**src/design/dcw_defines.vh**
```
`ifndef DCW_DEFINES_VH
`define DCW_DEFINES_VH
// Profile selection codes.
`define DCW_PROF_CONV 2'h0
`define DCW_PROF_T16 2'h1
`define DCW_PROF_T32 2'h2
// Command word bit positions.
`define DCW_CB_RAMP_STOP 0
`define DCW_CB_COAST_STOP 1
`define DCW_CB_QUICK_STOP 2
`define DCW_CB_RUN 3
`define DCW_CB_RAMP_OUT 4
`define DCW_CB_RAMP_HOLD 5
`define DCW_CB_RAMP_IN 6
`define DCW_CB_RESET 7
`define DCW_CB_REMOTE 10
`define DCW_CB_LOC 11
// Status word bit positions.
`define DCW_SB_RDY_ON 0
`define DCW_SB_RDY_RUN 1
`define DCW_SB_RDY_REF 2
`define DCW_SB_TRIPPED 3
`define DCW_SB_COAST_OFF 4
`define DCW_SB_QUICK_OFF 5
`define DCW_SB_INHIB 6
`define DCW_SB_AT_SP 8
`define DCW_SB_REMOTE 9
`define DCW_SB_LOC 11
`define DCW_SB_RUN_EN 12
`define DCW_SB_COMM_ERR 15
// Reset values.
`define DCW_CMD_RESET 16'h0000
// Default stop times in clock cycles.
`define DCW_QUICK_STOP_CYCLES 16'h0100
`define DCW_RAMP_STOP_CYCLES 16'h0100
// Drive states.
`define DCW_ST_INHIBIT 3'h0
`define DCW_ST_NOT_RDY 3'h1
`define DCW_ST_RDY_ON 3'h2
`define DCW_ST_RDY_RUN 3'h3
`define DCW_ST_OP_EN 3'h4
`define DCW_ST_OFF1 3'h5
`define DCW_ST_STOP23 3'h6
`define DCW_ST_FAULT 3'h7
`endif

```
**src/design/dcw_decoder.v**
```verilog
`timescale 1ns/1ps
`include "dcw_defines.vh"
module dcw_decoder #(
  parameter QUICK_STOP_CYCLES = `DCW_QUICK_STOP_CYCLES,
  parameter RAMP_STOP_CYCLES = `DCW_RAMP_STOP_CYCLES
) (
  input wire clk,
  input wire arst_n,
  input wire [1:0] profile_select,
  input wire cmd_write,
  input wire [31:0] cmd_data,
  input wire [31:0] ref_data,
  input wire [31:0] drive_status_in,
  input wire [31:0] drive_actual_in,
  input wire run_enable_from_fieldbus,
  input wire run_enable_ext,
  input wire ramp_in_from_fieldbus,
  input wire reset_from_fieldbus,
  input wire location_from_fieldbus,
  input wire fault_in,
  input wire at_setpoint,
  input wire adapter_comm_error,
  output reg [15:0] drive_command_word,
  output reg [31:0] native_cmd,
  output reg [31:0] native_ref,
  output reg [31:0] client_status,
  output reg [31:0] client_actual,
  output reg [2:0] drive_state,
  output reg coast_active,
  output reg ramp_output_zero,
  output reg ramp_hold,
  output reg ramp_input_zero,
  output reg run_enable,
  output reg control_location_select,
  output reg [3:0] free_bits
);

  // Fault latch, bit 7 history and the synchroniser stages.
  reg fault_reg;
  reg reset_bit_reg;
  reg comm_err_s1_reg;
  reg comm_err_reg;
  reg fault_s1_reg;
  reg fault_s2_reg;
  reg [15:0] timer_reg;
  // Combinational next values.
  reg [2:0] state_next;
  reg [15:0] status_next;
  // Decoded command bits and qualifiers.
  wire ramp_stop_n;
  wire coast_stop_n;
  wire quick_stop_n;
  wire remote;
  wire run_bit;
  wire reset_rise;
  wire conv;

  // State codes; they mirror the shared header so the bench can name them too.
  localparam [2:0] ST_INHIBIT = `DCW_ST_INHIBIT;
  localparam [2:0] ST_NOT_RDY = `DCW_ST_NOT_RDY;
  localparam [2:0] ST_RDY_ON = `DCW_ST_RDY_ON;
  localparam [2:0] ST_RDY_RUN = `DCW_ST_RDY_RUN;
  localparam [2:0] ST_OP_EN = `DCW_ST_OP_EN;
  localparam [2:0] ST_OFF1 = `DCW_ST_OFF1;
  localparam [2:0] ST_STOP23 = `DCW_ST_STOP23;
  localparam [2:0] ST_FAULT = `DCW_ST_FAULT;

  assign conv = (profile_select == `DCW_PROF_CONV);
  // The three stop bits always reach the drive, even without remote control.
  assign ramp_stop_n = drive_command_word[`DCW_CB_RAMP_STOP];
  assign coast_stop_n = drive_command_word[`DCW_CB_COAST_STOP];
  assign quick_stop_n = drive_command_word[`DCW_CB_QUICK_STOP];
  assign remote = drive_command_word[`DCW_CB_REMOTE];
  // Bit 3 alone gives run enable only when the fieldbus is its source; otherwise the external enable must be high too.
  // Without remote control bit 3 is ignored, so run enable drops with bit 10.
  assign run_bit = drive_command_word[`DCW_CB_RUN] & remote &
                   (run_enable_from_fieldbus ? 1'b1 : run_enable_ext);
  // Fault reset acts on a rising edge of bit 7 only.
  assign reset_rise = remote & reset_from_fieldbus &
                      drive_command_word[`DCW_CB_RESET] & ~reset_bit_reg;

  // Command register; bits 8 and 9 are stored and copied to native_cmd, but no control logic decodes them.
  // The delayed copy of bit 7 makes a steady high bit never repeat a reset.
  always @(posedge clk or negedge arst_n) begin
    if (!arst_n) begin
      drive_command_word <= `DCW_CMD_RESET;
      reset_bit_reg <= 1'b0;
    end else begin
      if (cmd_write) begin
        drive_command_word <= cmd_data[15:0];
      end
      reset_bit_reg <= drive_command_word[`DCW_CB_RESET];
    end
  end

  // Fault and comm error arrive from outside; two flip-flops each.
  // Only the second stage is read, so a metastable first stage never spreads.
  always @(posedge clk or negedge arst_n) begin
    if (!arst_n) begin
      fault_s1_reg <= 1'b0;
      fault_s2_reg <= 1'b0;
      comm_err_s1_reg <= 1'b0;
      comm_err_reg <= 1'b0;
    end else begin
      fault_s1_reg <= fault_in;
      fault_s2_reg <= fault_s1_reg;
      comm_err_s1_reg <= adapter_comm_error;
      comm_err_reg <= comm_err_s1_reg;
    end
  end

  // Next-state logic. Coast and quick stops are checked before the state case so they win.
  // A latched fault outranks even the stops: only a reset edge leaves it, and
  // the stop bits are read again from switch-on-inhibited on the next cycle.
  always @* begin
    state_next = drive_state;
    if (fault_reg) begin
      state_next = reset_rise ? ST_INHIBIT : ST_FAULT;
    end else if (!coast_stop_n || !quick_stop_n) begin
      // Both stops end in switch-on-inhibited, via their own stop state.
      // Only a running or ramping drive has a motor to stop, so only those
      // two states pass through the stop state; the rest drop straight down.
      if (drive_state == ST_OP_EN || drive_state == ST_OFF1) begin
        state_next = ST_STOP23;
      end else if (drive_state == ST_STOP23) begin
        // Coasting needs no wait; a quick stop waits out its stop time.
        if (!coast_stop_n || timer_reg == 16'h0000) begin
          state_next = ST_INHIBIT;
        end
      end else begin
        state_next = ST_INHIBIT;
      end
    end else begin
      case (drive_state)
        ST_INHIBIT: begin
          // Leaving inhibit needs bit 0 low first, so a word left high by an
          // earlier run cannot restart the motor by itself.
          if (!ramp_stop_n) state_next = ST_NOT_RDY;
        end
        ST_NOT_RDY: begin
          // One pass-through cycle so status shows the not-ready state once.
          state_next = ST_RDY_ON;
        end
        ST_RDY_ON: begin
          if (ramp_stop_n) state_next = ST_RDY_RUN;
        end
        ST_RDY_RUN: begin
          if (!ramp_stop_n) state_next = ST_RDY_ON;
          else if (run_bit) state_next = ST_OP_EN;
        end
        ST_OP_EN: begin
          if (!ramp_stop_n) state_next = ST_OFF1;
          else if (!run_bit) state_next = ST_RDY_RUN;
        end
        ST_OFF1: begin
          // The first stop holds until the ramp-down time has run out.
          if (timer_reg == 16'h0000) state_next = ST_RDY_ON;
        end
        ST_STOP23: begin
          // Reached here only once both stops are released again.
          state_next = ST_INHIBIT;
        end
        default: begin
          // The fault code, the only one not listed, falls back to the safe inhibited state.
          state_next = ST_INHIBIT;
        end
      endcase
    end
  end

  // State, fault latch and stop timer. A new fault wins over a reset edge.
  // The timer is shared because the two stop states are never active together.
  always @(posedge clk or negedge arst_n) begin
    if (!arst_n) begin
      drive_state <= ST_INHIBIT;
      fault_reg <= 1'b0;
      timer_reg <= 16'h0000;
    end else begin
      if (fault_s2_reg) begin
        // Set wins: a fault still present keeps the latch whatever bit 7 does.
        fault_reg <= 1'b1;
        drive_state <= ST_FAULT;
      end else begin
        if (reset_rise) fault_reg <= 1'b0;
        drive_state <= state_next;
      end
      // Load the stop time on entry to a stop state; then count down to zero.
      if (state_next == ST_OFF1 && drive_state != ST_OFF1) begin
        timer_reg <= RAMP_STOP_CYCLES;
      end else if (state_next == ST_STOP23 && drive_state != ST_STOP23) begin
        timer_reg <= QUICK_STOP_CYCLES;
      end else if (timer_reg != 16'h0000) begin
        timer_reg <= timer_reg - 16'h0001;
      end
    end
  end

  // Ramp controls and location, gated by remote; stops act regardless.
  // All of these are registered so the drive sees clean levels, at the cost
  // of one cycle of latency after the command word changes.
  always @(posedge clk or negedge arst_n) begin
    if (!arst_n) begin
      coast_active <= 1'b0;
      ramp_output_zero <= 1'b1;
      ramp_hold <= 1'b1;
      ramp_input_zero <= 1'b1;
      run_enable <= 1'b0;
      control_location_select <= 1'b0;
      free_bits <= 4'h0;
    end else begin
      coast_active <= ~coast_stop_n;
      ramp_output_zero <= ~remote | ~drive_command_word[`DCW_CB_RAMP_OUT] |
                          ~quick_stop_n | ~coast_stop_n;
      ramp_hold <= remote & ~drive_command_word[`DCW_CB_RAMP_HOLD];
      ramp_input_zero <= ramp_in_from_fieldbus &
                         (~remote | ~drive_command_word[`DCW_CB_RAMP_IN]);
      run_enable <= run_bit;
      // The location keeps its last choice while the fieldbus does not own it.
      if (remote && location_from_fieldbus) begin
        control_location_select <= drive_command_word[`DCW_CB_LOC];
      end
      free_bits <= drive_command_word[15:12];
    end
  end

  // Status word assembled from the state machine.
  // It is combinational here and registered once in the profile path below,
  // so the client sees a state change one cycle after the state register.
  always @* begin
    status_next = 16'h0000;
    // Readiness bits build up cumulatively as the drive nears operation.
    status_next[`DCW_SB_RDY_ON] = (drive_state == ST_RDY_ON) ||
                                  (drive_state == ST_RDY_RUN) ||
                                  (drive_state == ST_OP_EN);
    status_next[`DCW_SB_RDY_RUN] = (drive_state == ST_RDY_RUN) ||
                                   (drive_state == ST_OP_EN);
    status_next[`DCW_SB_RDY_REF] = (drive_state == ST_OP_EN);
    status_next[`DCW_SB_TRIPPED] = fault_reg;
    // Stop bits read high while the matching stop is released.
    status_next[`DCW_SB_COAST_OFF] = coast_stop_n;
    status_next[`DCW_SB_QUICK_OFF] = quick_stop_n;
    // Inhibit, setpoint and control-location flags.
    status_next[`DCW_SB_INHIB] = (drive_state == ST_INHIBIT);
    status_next[`DCW_SB_AT_SP] = at_setpoint & (drive_state == ST_OP_EN);
    status_next[`DCW_SB_REMOTE] = remote;
    status_next[`DCW_SB_LOC] = control_location_select;
    // Run enable and the adapter error come from registered sources only.
    status_next[`DCW_SB_RUN_EN] = run_enable;
    status_next[`DCW_SB_COMM_ERR] = comm_err_reg;
  end

  // Profile path: converted or untouched words in both directions.
  // Transparent modes copy every cycle and ignore the write strobe, so the
  // drive sees the client's words one cycle late and with no decoding.
  always @(posedge clk or negedge arst_n) begin
    if (!arst_n) begin
      native_cmd <= 32'h00000000;
      native_ref <= 32'h00000000;
      client_status <= 32'h00000000;
      client_actual <= 32'h00000000;
    end else if (conv) begin
      native_cmd <= {16'h0000, drive_command_word};
      // Reference stays two's complement; gated off without remote control.
      native_ref <= remote ? {{16{ref_data[15]}}, ref_data[15:0]} :
                    32'h00000000;
      client_status <= {16'h0000, status_next};
      client_actual <= {16'h0000, drive_actual_in[15:0]};
    end else if (profile_select == `DCW_PROF_T16) begin
      // Only the low half travels; the upper half is held at zero.
      native_cmd <= {16'h0000, cmd_data[15:0]};
      native_ref <= {16'h0000, ref_data[15:0]};
      client_status <= {16'h0000, drive_status_in[15:0]};
      client_actual <= {16'h0000, drive_actual_in[15:0]};
    end else begin
      // Both codes above the 16-bit mode carry the full 32-bit words.
      native_cmd <= cmd_data;
      native_ref <= ref_data;
      client_status <= drive_status_in;
      client_actual <= drive_actual_in;
    end
  end

endmodule

```
**config.mk**
```make
export PLATFORM = sky130hd
export DESIGN_NAME = dcw_decoder
export DESIGN_NICKNAME = d
export VERILOG_FILES = /design/src/design/dcw_decoder.v
export VERILOG_INCLUDE_DIRS = /design/src /design/src/design
export SDC_FILE = /design/constraint.sdc
export NUM_CORES = 1
export LEC_CHECK = 0
export BUFFER_PORTS_ARGS = -buffer_cell sky130_fd_sc_hd__buf_4
export CORE_MARGIN = 8
export CORE_UTILIZATION = 47
export CTS_BUF_LIST = sky130_fd_sc_hd__clkbuf_8 sky130_fd_sc_hd__clkbuf_16
export CTS_CLUSTER_DIAMETER = 80
export CTS_CLUSTER_SIZE = 12
export DETAILED_ROUTE_END_ITERATION = 10
export GPL_ROUTABILITY_DRIVEN = 1
export GPL_TIMING_DRIVEN = 0
export PLACE_DENSITY = 0.86
export SLEW_MARGIN = 20
export SYNTH_ARGS = -nofsm -noshare
export SYNTH_HDL_FRONTEND = slang
export SYNTH_SLANG_ARGS = --single-unit
```
**constraint.sdc**
```tcl
create_clock -name clk -period 3.3 [get_ports clk]
set_input_delay 0.33 -clock clk [delete_from_list [all_inputs] [get_ports clk]]
set_output_delay 0.33 -clock clk [all_outputs]
set_load 0.01 [all_outputs]
```
# Word level (Yosys, flattened, before mapping)
# Index checks and enable logic that the tools add are counted.
# classes
add_sub_neg	1
n_eq_ne	11
n_mux	30
bitwise	19
reduce_logical	17
# op_table
op	n
two-way mux 32 bit	9
two-way mux 16 bit	3
two-way mux 3 bit	14
case mux 3 bit (6 select lines)	1
logical NOT 16 bit	1
nonzero test 16 bit	1
subtractor 16 x 1 -> 16 bit, second input constant	1
== test 3 bit, second input constant	5
AND 1 bit	8
inverter 1 bit	7
== test 3 x 2 -> 1 bit, second input constant	2
logical OR 1 bit	6
inequality test 3 bit, second input constant	2
OR 1 bit	4
== test 3 x 1 -> 1 bit, second input constant	1
logical AND 1 bit	3
logical NOT 3 bit	1
two-way mux 1 bit	3
nonzero test 3 bit	1
== test 2 x 1 -> 1 bit, second input constant	1
logical NOT 1 bit	2
logical NOT 2 bit	1
nonzero test 2 bit	1
# totals
ff_bits	179
inputBits	141
elab_cells	98

# Longest topological paths before layout
# logic_depth
ltp_word	11
ltp_mapped	9
depth_no_buf	7

# Worst setup path after synthesis
# Ideal clock, no wire load.
# synth_path
kind	register to register
start	register timer_reg[8]
end	register timer_reg[10]
setup_time_ns	0.081
arrival_ns	2.326
setup_slack_ns	0.893
path_stages_with_launch	9
path_buffers	3
period_less_slack_ns	2.407
path_cell_list	dfrtp_1 -> or4_1 -> buf_2 -> or4_4 -> buf_6 -> a211oi_2 -> o21bai_2 -> buf_6 -> a31oi_2
# synth_between
elab_chain_cells	11
word_cells_on_any_way	19
classes_between	add/sub (1); eq/ne (2); mux (10); reduce/logical (6)
# synth_lines
element	line_no	text
start: declaration	dcw_decoder.v:45	reg [15:0] timer_reg;
start signal: assignment	dcw_decoder.v:193	timer_reg <= timer_reg - 16'h0001;
logical NOT 16 bit	dcw_decoder.v:127, dcw_decoder.v:157	
logical OR 1 bit	dcw_decoder.v:127	if (!coast_stop_n || timer_reg == 16'h0000) begin
two-way mux 3 bit	dcw_decoder.v:127	
two-way mux 3 bit	dcw_decoder.v:125	end else if (drive_state == ST_STOP23) begin
two-way mux 3 bit	dcw_decoder.v:123	if (drive_state == ST_OP_EN || drive_state == ST_OFF1) begin
two-way mux 3 bit	dcw_decoder.v:119	end else if (!coast_stop_n || !quick_stop_n) begin
two-way mux 3 bit	dcw_decoder.v:117	if (fault_reg) begin
== test 3 bit	dcw_decoder.v:190	end else if (state_next == ST_STOP23 && drive_state != ST_STOP23) begin
logical AND 1 bit	dcw_decoder.v:190	
two-way mux 16 bit	dcw_decoder.v:190	
two-way mux 16 bit	dcw_decoder.v:188	if (state_next == ST_OFF1 && drive_state != ST_OFF1) begin
# Parallel ways exist; a longest one is shown, timed or not. The select of a mux whose other input is x is not followed.
# A chain may end at the register's enable or synchronous reset.

# Final worst setup path
# layout_path
start	register timer_reg[8]
end	register timer_reg[12]
# The elaborated chain is that of the path after synthesis.

==> summary.md <==
| Metric | Value |
|---|---|
| Die Area | 18000 um2 |
| P&R area growth vs syn | 50.2% |
| Via count of the first global-routing pass | 5491 |
| Peak supply drop | 0.412 mV |
| Gr usage total | 0.223 |
| Tightest Hold Check Type | primary input to register |
| First-iteration detailed-routing DRC count | 280 |
| Net count, final | 992 |
| Drt drc | 0 |
| FF+latch count, synth | 179 |
| Vias per cell | 4.92 |
| Pwr dens | 585 nW/um2 |
| Starting Density | 0.476 |
| Syn Area/Cell | 12.7 um2 |
| Die width | 134 um |
| Synthesized Nets | 659 |
| Slew Viols, Final | 0 |
| Clk buf depth | 2 |
| Post-synthesis cell area | 6550 um2 |
| Part of the Yosys area used for sequential elements | 0.684 |
| Critical Path Fanout Max | 10 |
| Clk sinks | 179 |
| Clock Latency Late Sink | 0.42 ns |
| Synth async-reset ratio | 1.00 |
| Initial antenna violation count | 0 |
| Tightest Pin Transition | 0.775 ns |
| Pin count of the biggest net entering global routing | 94 |
| Critical path cell sequence | or4_1 > buf_2 > nor4_4 > o31ai_1 > a31oi_1 > buf_4 > a31oi_2 |
| Placer Congestion | 0.864 |
| Drt pass-1 iters | 5 |
| Top-level port count | 298 |
| Largest stage delay, worst path | 0.62 ns |
| Setup violators final | 0 |
| Post-layout util | 0.715 |
| Ys flop type | dfrtp_1 |
| Outcome | finished clean |
| Max cap viols | 0 |
| Worst-path clk slew | 0.06 ns |
| LEAKAGE | 4.94 nW |
| Final wirelength | 19800 um |
| CTS Buf Count | 17 |
| Yosys cell types | 52 |
| Element type at the critical path end | register |
| CP Class | register to register |
| Grt total ovfl | 0 |
| Synth Warn # | 0 |
| EDFF count, synth | 0 |
| Startpoint Class | register |
| Post-synthesis mux area share | 0.0290 |
| Compound-Gate Fraction of Synth Area | 0.0766 |
| First-pass GRT wire length | 30400 um |
| Htree depth | 4 |
| Share of cells above drive strength 1 | 0.433 |
| Layout Cells excl Fill | 1043 |
| CTS tree | done |
| # fillers | 948 |
| Die Ht | 134 um |
| Fmax | 347 MHz |
| Unrepaired setup endpoints after global routing | false |
| Post-synthesis simple-gate area fraction | 0.169 |
| Setup TNS | 0 ns |
| Core area | 13800 um2 |
| I/O Buffers | 296 |
| Post-detailed-placement half-perimeter wirelength | 14800 um |
| Final period utilization | 0.874 |
| Clock Tree Root | clkbuf_16 |
| Wirelength per Cell | 19.0 um |
| Syn Inst Count | 517 |
| Final hold violations | 0 |
| Max transition margin | 0.481 |
| Antenna-violating nets left | 0 |
| Post-placement cell count | 994 |
| Critical Path AT | 3.18 ns |
| Largest family of logic cells by synthesized area | simple AND/OR/NAND/NOR gates |
| ANT cells | 0 |
| Adder-Cell Fraction of Synth Area | 0.00191 |
| CP max stage cell | a31oi_1 |
| XOR/XNOR Fraction of Synth Area | 0.0160 |
| Critical Path RT | 3.59 ns |
| Vias | 5136 |
| Site Rows | 43 |
| Post-CTS sizing | 0 |
| Clock skew | 0.00518 ns |
| Final Critical Period | 2.88 ns |
-- placed cells by master, fill, tap and decap left out, types with 3 or more instances in the layout --
master / n
inv_1: 8
dfrtp_1: 176
nand3_1: 7
mux2_2: 16
inv_6: 3
a21oi_1: 10
bufinv_16: 4
nor2b_1: 20
nor2_1: 13
a31oi_2: 9
clkbuf_1: 22
clkinvlp_4: 3
o21ai_0: 7
xnor2_1: 7
nand3b_1: 3
clkbuf_16: 17
dlygate4sd3_1: 17
nor3_1: 6
a21o_1: 17
a211oi_1: 3
nand2_1: 82
or3b_2: 3
nor4_1: 3
dfstp_2: 3
a31oi_1: 7
xor2_1: 5
and2_1: 54
buf_4: 296
-- path summary, 6_finish.rpt --
check                                     from                 to  slack, ns  depth (start not counted)
setup / recovery                  timer_reg[8]      timer_reg[12]       0.42                          7
hold / removal             drive_actual_in[14]  client_actual[14]       0.02                          1
setup reg to reg                  timer_reg[8]      timer_reg[12]       0.42                          7
hold reg to reg                   fault_s1_reg       fault_s2_reg       0.35                          0
max in group asynchronous               arst_n    ramp_input_zero       1.93                          3
min in group asynchronous               arst_n       fault_s1_reg       0.50                          2
-- power by group --
part           internal, mW  switching [mW]
combinational         0.539           0.495
clock                  1.30           0.855
sequential             2.42           0.153
-- cells in the mapped netlist, types with 5 or more instances --
master	number	area, um2
o21ai_0	7	35.0
dfrtp_1	176	4400
xnor2_1	7	61.3
xor2_1	5	43.8
nor2_1	13	48.8
clkbuf_1	22	82.6
nor3_1	6	30.0
inv_1	7	26.3
nand3_1	7	35.0
mux2_2	16	180
a21o_1	17	128
a21oi_1	10	50.1
a31oi_1	7	43.8
nand2_1	82	308
nor2b_1	20	125
a31oi_2	9	113
and2_1	54	338
-- worst max-delay path: cells and delay by family, from the launching register on --
| kind | cells | cell delay, ns |
|---|---|---|
| buffers and inverters | 2 | 0.55 |
| flip-flops | 1 | 0.41 |
| AND/OR/NAND/NOR | 2 | 0.95 |
| AO/OA/AOI/OAI | 3 | 0.85 |
-- area by class of cell --
cell class,count,area (um2),share of cell area
multi-input combinational,303,1920,0.195
buffer,28,129,0.0131
clock inverter,14,200,0.0203
timing repair buffer,314,2430,0.247
inverter,7,26.3,0.00267
sequential,179,4480,0.455
clock buffer,18,439,0.0446
tap,180,225,0.0229
-- what timing repair did --
| item | 4_1_cts | 5_1_grt |
|---|---|---|
| hold buffers | 16 | 1 |
| hold endpoints to repair | 101 | 1 |
| setup buffers | 0 | 0 |
-- kinds of logic (layout without fill, tap and decap cells) --
group                      after synthesis  in the layout
DFF                                    179            179
muxes                                   17             17
xor gates and xnor gates                12             12
buffers and inverters                   35            381
adders and majority gates                1              1
and+or+nand+nor                        209            209
AOI/OAI and AO/OA                       64             64
-- layer usage --
layer	part of all wire	global-route usage
met1	0.33	0.220
met2	0.53	0.397
met3	0.11	0.101
met4	0.027	0.0967
met5	0	0
-- stage by stage --
step / cell area [um2] / total power, mW / hold slack, ns / worst slack, ns
4_1_cts: 9840 / 5.81 / 0.0000870 / 0.425
6_report: 9850 / 5.76 / 0.0216 / 0.416
5_1_grt: 9850 / 6.02 / 0.00311 / 0.229
3_3_place_gp: 9000 / 3.59 / 0.334 / 0.523
2_1_floorplan: 6550 / 3.10 / 0.0344 / 0.893
3_5_place_dp: 9040 / 3.63 / 0.337 / 0.459
No activity file was read; power rests on OpenSTA's default activity.
